==> config.mk <==
export PLATFORM = sky130hd
export DESIGN_NAME = liquid_level_alarm_sequencer
export DESIGN_NICKNAME = d
export VERILOG_FILES = /design/src/rtl/lla_pkg.sv /design/src/rtl/sensor_qualifier.sv /design/src/rtl/liquid_level_alarm_sequencer.sv
export SDC_FILE = /design/constraint.sdc
export NUM_CORES = 1
export LEC_CHECK = 0
export BUFFER_PORTS_ARGS = -buffer_cell sky130_fd_sc_hd__buf_2
export CAP_MARGIN = 20
export CORE_ASPECT_RATIO = 0.9
export CORE_MARGIN = 10
export CORE_UTILIZATION = 45
export CTS_CLUSTER_SIZE = 16
export DETAILED_ROUTE_END_ITERATION = 16
export PLACE_DENSITY = 0.68
export SKIP_CTS_REPAIR_TIMING = 1
export SYNTH_ARGS = -nofsm -noshare
export SYNTH_HDL_FRONTEND = slang
export SYNTH_HIERARCHICAL = 1
export SYNTH_SLANG_ARGS = --single-unit
==> constraint.sdc <==
create_clock -name sys_clk -period 4.45 [get_ports sys_clk]
set_clock_uncertainty 0.15 [all_clocks]
set_input_delay 0.6675 -clock sys_clk [delete_from_list [all_inputs] [get_ports sys_clk]]
set_output_delay 0.6675 -clock sys_clk [all_outputs]
set_load 0.01 [all_outputs]
==> src/rtl/lla_pkg.sv <==
// Constants, types and timing for the liquid level alarm sequencer
// What this block does
// RULE_01: Excitation wave is oscillator divided by 32
// RULE_02: Excitation wave has equal high and low
// RULE_03: One sensor sample per period, positive half
// RULE_04: Comparator result ignored while excitation low
// RULE_05: Alarm condition needs four consecutive alarm samples
// RULE_06: Activation delay 16384 or 32768 oscillator periods
// RULE_07: Condition lost during delay abandons activation
// RULE_08: Activated alarm stays latched until power off
// RULE_09: Undervoltage reset clears all state and latch
// RULE_10: Alarm output period is 512 oscillator periods
// RULE_11: On-time half period or one sixty-fourth
// RULE_12: Polarity select chooses above or below alarm
// RULE_13: Comparator result holds between the two thresholds
// RULE_14: Delay count restarts from zero each time
package lla_pkg;

  // ==========================================================
  // Clock and oscillator
  localparam int SYS_CLK_HZ     = 250_000_000;
  localparam int OSC_HZ         = 1600;
  localparam int OSC_DIV_CYCLES = SYS_CLK_HZ / OSC_HZ;

  // ==========================================================
  // Excitation and sampling
  localparam int EXC_DIVIDE      = 32;
  localparam int EXC_W           = $clog2(EXC_DIVIDE);
  localparam int EXC_HALF        = EXC_DIVIDE / 2;
  localparam logic [4:0] EXC_SAMPLE_POS = 5'(EXC_HALF - 1);
  localparam int CONFIRM_SAMPLES = 4;
  localparam int CONF_W          = 3;
  localparam logic [2:0] CONF_FULL = 3'(CONFIRM_SAMPLES);

  // ==========================================================
  // Activation delay, times in ms at the nominal oscillator
  localparam int DELAY_SHORT_MS    = 10240;
  localparam int DELAY_LONG_MS     = 20480;
  localparam int DELAY_SHORT_TICKS = DELAY_SHORT_MS * OSC_HZ / 1000;
  localparam int DELAY_LONG_TICKS  = DELAY_LONG_MS * OSC_HZ / 1000;
  localparam int DELAY_W           = 16;
  localparam logic [15:0] DELAY_SHORT_LAST = 16'(DELAY_SHORT_TICKS - 1);
  localparam logic [15:0] DELAY_LONG_LAST  = 16'(DELAY_LONG_TICKS - 1);

  // ==========================================================
  // Alarm output waveform
  localparam int OUT_PERIOD_MS    = 320;
  localparam int OUT_ON_SHORT_MS  = 5;
  localparam int OUT_PERIOD_TICKS = OUT_PERIOD_MS * OSC_HZ / 1000;
  localparam int OUT_W            = $clog2(OUT_PERIOD_TICKS);
  localparam logic [8:0] OUT_LAST     = 9'(OUT_PERIOD_TICKS - 1);
  localparam logic [8:0] OUT_ON_HALF  = 9'(OUT_PERIOD_TICKS / 2);
  localparam logic [8:0] OUT_ON_SHORT = 9'(OUT_ON_SHORT_MS * OSC_HZ / 1000);

  // ==========================================================
  // Reset values
  localparam logic [4:0]  RST_EXC   = 5'h00;
  localparam logic [15:0] RST_DELAY = 16'h0000;
  localparam logic [8:0]  RST_OUT   = 9'h000;
  localparam logic [2:0]  RST_CONF  = 3'h0;

  typedef enum logic [1:0] {
    ST_IDLE,
    ST_DELAY,
    ST_ACTIVE
  } seq_state_t;

endpackage

==> src/rtl/sensor_qualifier.sv <==
// Sensor hysteresis, polarity and consecutive-sample confirmation
`timescale 1ns/1ps
module sensor_qualifier (
  input  wire logic sys_clk,
  input  wire logic rstn,
  input  wire logic excitation_high,
  input  wire logic sample_strobe,
  input  wire logic sense_above_high,
  input  wire logic sense_below_low,
  input  wire logic polarity_duty_select_input,
  output logic      alarm_condition
);

  logic       above;
  logic       next_above;
  logic [2:0] run_count;
  logic [2:0] next_run_count;
  logic       indication;

  // ==========================================================
  // Hysteresis and polarity
  // Comparator is only looked at during the positive half
  always_comb begin
    next_above = above;
    if (excitation_high) begin // RULE_04
      if (sense_above_high) begin
        next_above = 1'b1;
      end else if (sense_below_low) begin // RULE_13
        next_above = 1'b0;
      end
    end
  end

  assign indication = polarity_duty_select_input ? ~above : above; // RULE_12

  // ==========================================================
  // Consecutive sample run
  always_comb begin
    next_run_count = run_count;
    if (sample_strobe) begin
      if (!indication) begin
        next_run_count = lla_pkg::RST_CONF; // RULE_05
      end else if (run_count != lla_pkg::CONF_FULL) begin
        next_run_count = run_count + 3'h1;
      end
    end
  end

  always_ff @(posedge sys_clk or negedge rstn) begin
    if (!rstn) begin // RULE_09
      above     <= 1'b0;
      run_count <= lla_pkg::RST_CONF;
    end else begin
      above     <= next_above;
      run_count <= next_run_count;
    end
  end

  assign alarm_condition = (run_count == lla_pkg::CONF_FULL);

  AST_IGNORE_LOW: assert property (@(posedge sys_clk) disable iff (!rstn) // RULE_04
    !excitation_high |=> $stable(above))
    else $error("comparator state moved while excitation low");

  AST_HYST_HOLD: assert property (@(posedge sys_clk) disable iff (!rstn) // RULE_13
    excitation_high && !sense_above_high && !sense_below_low |=> $stable(above))
    else $error("comparator state moved between thresholds");

  AST_CONFIRM_FOUR: assert property (@(posedge sys_clk) disable iff (!rstn) // RULE_05
    $rose(alarm_condition) |-> $past(run_count) == 3'h3 && $past(sample_strobe))
    else $error("alarm condition without four samples");

  AST_BREAK_RUN: assert property (@(posedge sys_clk) disable iff (!rstn) // RULE_12
    sample_strobe && (polarity_duty_select_input == above) |=> run_count == 3'h0)
    else $error("non-alarm sample did not break the run");

endmodule

==> src/rtl/liquid_level_alarm_sequencer.sv <==
// Liquid level alarm sequencer: excitation, delay, latch and output pulse
`timescale 1ns/1ps
module liquid_level_alarm_sequencer #(
  parameter int OSC_DIV = lla_pkg::OSC_DIV_CYCLES
) (
  input  wire logic sys_clk,
  input  wire logic rstn,
  input  wire logic delay_select_input,
  input  wire logic polarity_duty_select_input,
  input  wire logic sense_above_high,
  input  wire logic sense_below_low,
  output logic      sensor_excitation_output,
  output logic      alarm_drive,
  output logic      alarm_condition,
  output logic      alarm_latched
);

  localparam int DIV_W = (OSC_DIV > 1) ? $clog2(OSC_DIV) : 1;
  localparam logic [DIV_W-1:0] DIV_LAST = DIV_W'(OSC_DIV - 1);
  localparam logic [DIV_W-1:0] DIV_ZERO = '0;

  logic [DIV_W-1:0]  div_cnt;
  logic [DIV_W-1:0]  next_div_cnt;
  logic              osc_tick;
  logic [4:0]        exc_cnt;
  logic [4:0]        next_exc_cnt;
  logic              next_excitation;
  logic              sample_strobe;
  lla_pkg::seq_state_t state;
  lla_pkg::seq_state_t next_state;
  logic [15:0]       delay_cnt;
  logic [15:0]       next_delay_cnt;
  logic [15:0]       delay_last;
  logic [8:0]        out_phase;
  logic [8:0]        next_out_phase;
  logic [8:0]        on_ticks;
  logic              next_alarm_drive;

  // ==========================================================
  // Oscillator tick
  // The internal oscillator is modelled as a tick from the system clock;
  // shorten OSC_DIV in simulation, the real count is far too long.
  always_comb begin
    osc_tick     = (div_cnt == DIV_LAST);
    next_div_cnt = osc_tick ? DIV_ZERO : div_cnt + DIV_W'(1);
  end

  always_ff @(posedge sys_clk or negedge rstn) begin
    if (!rstn) begin // RULE_09
      div_cnt <= DIV_ZERO;
    end else begin
      div_cnt <= next_div_cnt;
    end
  end

  // ==========================================================
  // Sensor excitation
  // High for the first half of the 32-tick count, low for the second
  always_comb begin
    next_exc_cnt = exc_cnt;
    if (osc_tick) begin
      next_exc_cnt = exc_cnt + 5'h01; // RULE_01
    end
    next_excitation = ~next_exc_cnt[4]; // RULE_02
  end

  // Last tick of the positive half: the comparator has settled all half
  assign sample_strobe = osc_tick && (exc_cnt == lla_pkg::EXC_SAMPLE_POS); // RULE_03

  always_ff @(posedge sys_clk or negedge rstn) begin
    if (!rstn) begin
      exc_cnt                  <= lla_pkg::RST_EXC;
      sensor_excitation_output <= 1'b1;
    end else begin
      exc_cnt                  <= next_exc_cnt;
      sensor_excitation_output <= next_excitation;
    end
  end

  // ==========================================================
  // Sample qualification
  sensor_qualifier u_qualifier (
    .sys_clk                    (sys_clk),
    .rstn                       (rstn),
    .excitation_high            (sensor_excitation_output),
    .sample_strobe              (sample_strobe),
    .sense_above_high           (sense_above_high),
    .sense_below_low            (sense_below_low),
    .polarity_duty_select_input (polarity_duty_select_input),
    .alarm_condition            (alarm_condition)
  );

  // ==========================================================
  // Activation delay and latch
  // The delay pin is read live, so changing it mid-delay moves the target.
  assign delay_last = delay_select_input ? lla_pkg::DELAY_LONG_LAST
                                         : lla_pkg::DELAY_SHORT_LAST; // RULE_06

  always_comb begin
    next_state     = state;
    next_delay_cnt = delay_cnt;
    case (state)
      lla_pkg::ST_IDLE: begin
        next_delay_cnt = lla_pkg::RST_DELAY; // RULE_14
        if (alarm_condition) begin
          next_state = lla_pkg::ST_DELAY;
        end
      end
      lla_pkg::ST_DELAY: begin
        if (!alarm_condition) begin
          next_state     = lla_pkg::ST_IDLE; // RULE_07
          next_delay_cnt = lla_pkg::RST_DELAY;
        end else if (osc_tick) begin
          if (delay_cnt >= delay_last) begin
            next_state = lla_pkg::ST_ACTIVE; // RULE_06
          end else begin
            next_delay_cnt = delay_cnt + 16'h0001;
          end
        end
      end
      lla_pkg::ST_ACTIVE: begin
        // Sensor is no longer consulted: a broken lead cannot silence it
        next_state = lla_pkg::ST_ACTIVE; // RULE_08
      end
      default: begin
        next_state     = lla_pkg::ST_IDLE;
        next_delay_cnt = lla_pkg::RST_DELAY;
      end
    endcase
  end

  always_ff @(posedge sys_clk or negedge rstn) begin
    if (!rstn) begin // RULE_09
      state     <= lla_pkg::ST_IDLE;
      delay_cnt <= lla_pkg::RST_DELAY;
    end else begin
      state     <= next_state;
      delay_cnt <= next_delay_cnt;
    end
  end

  assign alarm_latched = (state == lla_pkg::ST_ACTIVE);

  // ==========================================================
  // Alarm output waveform
  assign on_ticks = polarity_duty_select_input ? lla_pkg::OUT_ON_HALF
                                               : lla_pkg::OUT_ON_SHORT; // RULE_11

  always_comb begin
    next_out_phase = out_phase;
    if (state != lla_pkg::ST_ACTIVE) begin
      next_out_phase = lla_pkg::RST_OUT;
    end else if (osc_tick) begin
      if (out_phase == lla_pkg::OUT_LAST) begin
        next_out_phase = lla_pkg::RST_OUT; // RULE_10
      end else begin
        next_out_phase = out_phase + 9'h001;
      end
    end
    next_alarm_drive = (next_state == lla_pkg::ST_ACTIVE) &&
                       (next_out_phase < on_ticks); // RULE_11
  end

  always_ff @(posedge sys_clk or negedge rstn) begin
    if (!rstn) begin
      out_phase   <= lla_pkg::RST_OUT;
      alarm_drive <= 1'b0;
    end else begin
      out_phase   <= next_out_phase;
      alarm_drive <= next_alarm_drive;
    end
  end

  // ==========================================================
  // Checks
  AST_EXC_WRAP: assert property (@(posedge sys_clk) disable iff (!rstn) // RULE_01
    $rose(sensor_excitation_output) |-> exc_cnt == 5'h00 && $past(exc_cnt) == 5'h1f)
    else $error("excitation rose away from the count wrap");

  AST_EXC_STEP: assert property (@(posedge sys_clk) disable iff (!rstn) // RULE_01
    !osc_tick |=> $stable(exc_cnt))
    else $error("excitation count moved between ticks");

  AST_EXC_HALF: assert property (@(posedge sys_clk) disable iff (!rstn) // RULE_02
    sensor_excitation_output == (exc_cnt < 5'h10))
    else $error("excitation level does not match its half");

  AST_SAMPLE_POS: assert property (@(posedge sys_clk) disable iff (!rstn) // RULE_03
    sample_strobe |-> sensor_excitation_output ##1 !sensor_excitation_output)
    else $error("sample not at end of positive half");

  AST_DELAY_RESTART: assert property (@(posedge sys_clk) disable iff (!rstn) // RULE_14
    $rose(state == lla_pkg::ST_DELAY) |-> delay_cnt == 16'h0000)
    else $error("delay count did not start from zero");

  AST_DELAY_EXPIRE: assert property (@(posedge sys_clk) disable iff (!rstn) // RULE_06
    $rose(state == lla_pkg::ST_ACTIVE) |->
      $past(delay_cnt) == ($past(delay_select_input) ? 16'h7fff : 16'h3fff))
    else $error("activation before the selected delay");

  AST_ABANDON: assert property (@(posedge sys_clk) disable iff (!rstn) // RULE_07
    state == lla_pkg::ST_DELAY && !alarm_condition |=>
      state == lla_pkg::ST_IDLE && !alarm_drive)
    else $error("pending activation not abandoned");

  AST_LATCH: assert property (@(posedge sys_clk) disable iff (!rstn) // RULE_08
    state == lla_pkg::ST_ACTIVE |=> state == lla_pkg::ST_ACTIVE)
    else $error("alarm latch released");

  AST_PERIOD: assert property (@(posedge sys_clk) disable iff (!rstn) // RULE_10
    state == lla_pkg::ST_ACTIVE && osc_tick && out_phase == 9'h1ff |=>
      out_phase == 9'h000 && alarm_drive)
    else $error("output period not 512 ticks");

  AST_PHASE_IDLE: assert property (@(posedge sys_clk) disable iff (!rstn) // RULE_10
    state != lla_pkg::ST_ACTIVE |-> out_phase == 9'h000)
    else $error("output phase running outside activation");

  // Drive is registered, so it follows the duty pin as it stood one edge earlier
  AST_ON_TIME: assert property (@(posedge sys_clk) disable iff (!rstn) // RULE_11
    alarm_drive == (state == lla_pkg::ST_ACTIVE &&
      out_phase < ($past(polarity_duty_select_input) ? 9'h100 : 9'h008)))
    else $error("alarm on-time wrong for duty select");

  AST_NO_DRIVE_IDLE: assert property (@(posedge sys_clk) disable iff (!rstn) // RULE_07
    state != lla_pkg::ST_ACTIVE |-> !alarm_drive)
    else $error("alarm driven before activation");

endmodule

==> summary.txt <==
Place
  • Port-buffer cells: 9
  • Post-placement setup slack: 1.37 ns
  • Area after DPL: approximately 0.003 mm²
  • HPWL after DPL: ~3.8 mm
  • GPL Wtd Cong: between 0.8 and 0.9

GRT
  • First-pass GRT wire length: a little under 10 mm
  • Tot GR Track Use: 0.109
  • Vias in the first global route: 2,137
  • Number of antenna violations at the first check in global routing: 0
  • Overflow after GRT: 0
  • Largest net degree at the start of global routing: 57

Worst setup path
  • Critical Path Start: div_cnt[1]
  • Crit start category: flop
  • Reg-to-reg startpoint: div_cnt[1]
  • Crit-path max FO: 12
  • Arrival time at the worst endpoint: just under 3 ns
  • CP Class: reg2reg
  • Worst setup EP type: flop
  • Critical Path RT: ~4.5 ns

Clock network
  • Worst-path clk slew: 0.10 ns
  • Worst-Skew Late Latency: a little over 0.3 ns
  • Bufs on Longest Clock Path: 2
  • CTS H-tree lvls: 2
  • TritonCTS Sinks: between 50 and 60
  • CTS tree: done
  • Clock Tree Root: clkbuf_8
  • CTS Buf Count: 5

Min path
  • Hold WC Path Type: reg2reg
  • HP Start: exc_cnt[3]

Timing
  • Relative slew slack: 0.443
  • Slew Limit Fails: 0
  • Final Setup Violations: 0
  • Crit share post-route: 0.640
  • Worst slew pin tran: roughly 0.83 ns
  • Setup TNS: 0 ns
  • RSZ-0062 raised after global routing: false
  • Max Fclk: 351 MHz
  • Final Hold Fails: 0
  • Period minus WS final: ~2.8 ns
  • Final worst slack: 1.60 ns

Logic synthesis
  • Post-synth EDFFs: 0
  • Number of synthesized register bits: 56
  • Post-synthesis cell type count: 44
  • Ys Warns: 6
  • Synthesized instance count: roughly 310
  • Syn_nets: between 300 and 400
  • Post-Syn Area per Cell: 9.58 µm²
  • Synth Cell Area: ~0.0030 mm²
  • Post-synthesis sequential area ratio: 0.474
  • Ys flop type: dfrtp_1
  • Synth async-reset ratio: 1.00

Drt
  • Final ANT Viol Nets: 0
  • DR vias/cell: 5.51
  • DRC errors left: 0
  • First DRT Iteration DRCs: 100
  • Routed vias: 2,238
  • Drt first pass iters: 4
  • Final wirelength: between 5 and 6 mm
  • Routed wire per std cell: 13.6 µm

Layout
  • Synth-to-layout area growth: 7.99%
  • Fin area: 0.00320 mm²
  • Share of cells above drive strength 1: 0.0909
  • Antenna diodes: 0
  • Nets@finish: ~340
  • Final core utilization: 0.512

Die
  • Top Ports: 10
  • Full die area: roughly 0.010 mm²
  • Die width: roughly 110 µm
  • Starting Density: 0.474
  • Die Y-Extent: between 90 and 100 µm
  • Core area: around 0.0062 mm²
  • Site row count: 27

Run status
  • Outcome: complete, no violations

Power
  • Pleak: ~1.3 nW
  • Peak supply drop: between 100 and 150 µV
  • Total power: between 0.8 and 0.9 mW
  • PD cells: ~270 mW/mm²

Run
  • Maximum capacitance violations: 0
-- state kept, by name, summed over array words and instances (netlist names) --
signal,flops
state,2
alarm_drive,1
delay_cnt,16
u_qualifier/above,1
u_qualifier/run_count,3
out_phase,9
sensor_excitation_output,1
exc_cnt,5
div_cnt,18
-- layout by cell type (no fill, tap or decap), types with 4 or more instances in the layout --
master	n
dfrtp_1	55
nor2_1	34
nand2_1	32
a21oi_1	19
nand3_1	16
xor2_1	16
nand4_1	14
o21ai_0	13
xnor2_1	12
ha_1	11
inv_1	10
and3_1	9
buf_2	9
or3_1	6
or2_2	5
clkbuf_8	5
nor3_1	4
a31oi_1	4
and4_1	4
o31ai_1	4
-- kinds of logic (layout without fill, tap and decap cells) --
kind of cell / after synthesis / in the layout / share of synthesized area
multiplexers: 1 / 1 / 0.00338
buffers and inverters: 19 / 29 / 0.0258
adder cells (fa/ha/maj): 11 / 11 / 0.0465
AO/OA/AOI/OAI: 51 / 51 / 0.109
AND/OR/NAND/NOR: 142 / 142 / 0.254
XOR/XNOR: 29 / 29 / 0.0883
flip-flops: 56 / 56 / 0.474
-- per-layer routing --
layer / track usage / routed length [µm] / up-vias / part of all wire
met2: 0.168 / 2490 / 31 / 0.45
li1: - / - / 1111 / -
met5: 0 / 0 / - / 0
met3: 0.0311 / 210 / 2 / 0.038
met4: 0.0248 / 17 / 0 / 0.0031
met1: 0.148 / 2790 / 1094 / 0.51
-- worst max-delay path, cell delays in order (launching register included) --
cell	delay, ns
dfrtp_1	0.43
inv_1	0.07
ha_1	0.13
and4bb_2	0.24
nand3_1	0.16
a2111oi_4	0.70
nand3_2	0.25
or4_1	0.51
a21oi_1	0.15
-- area by class of cell --
cell class	instances	area (µm²)
Tap cell	87	109
Inverter	10	37.5
Clock inverter	1	30.0
Clock buffer	7	76.3
Fill cell	569	3050
Sequential cell	56	1400
Timing Repair Buffer	11	60.1
Multi-Input combinational cell	234	1480
-- power by group --
group          total [mW]  internal, mW  switching [mW]
registers           0.510         0.509        0.000674
logic              0.0174       0.00428          0.0131
clock network       0.328         0.169           0.160
total               0.856         0.682           0.174
-- through the flow --
stage | hold WS (ns) | instances
after detailed placement | 0.311 | 398
after global routing | 0.352 | 406
final | 0.325 | 406
after floorplan | 0.222 | 309
after CTS | 0.328 | 406
after global placement | 0.305 | 398
-- cells in the mapped netlist, types with 2 or more instances --
master	n	area, µm²
a21o_1	2	15.0
a21oi_1	19	95.1
a31oi_1	4	25.0
and2_1	2	12.5
and3_1	9	56.3
and4_1	4	35.0
and4bb_2	2	25.0
clkbuf_1	7	26.3
dfrtp_1	55	1380
ha_1	11	138
inv_1	10	37.5
nand2_1	32	120
nand2b_1	3	18.8
nand3_1	16	80.1
nand3_2	2	20.0
nand3b_1	2	15.0
nand4_1	14	87.6
nor2_1	34	128
nor3_1	4	20.0
o21ai_0	13	65.1
o31ai_1	4	30.0
or2_2	5	31.3
or3_1	6	37.5
or4_1	2	15.0
or4b_1	2	20.0
xnor2_1	12	105
xor2_1	16	140
-- path summary, 6_finish.rpt --
kind,endpoint,slack (ns),depth (start not counted)
min in group asynchronous,div_cnt[10],0.34,2
hold reg to reg,exc_cnt[3],0.33,1
max in group asynchronous,state[0],3.35,2
setup reg to reg,delay_cnt[13],1.60,8
setup / recovery,delay_cnt[13],1.60,8
hold / removal,exc_cnt[3],0.33,1
Power figures use the tool's default switching activity.
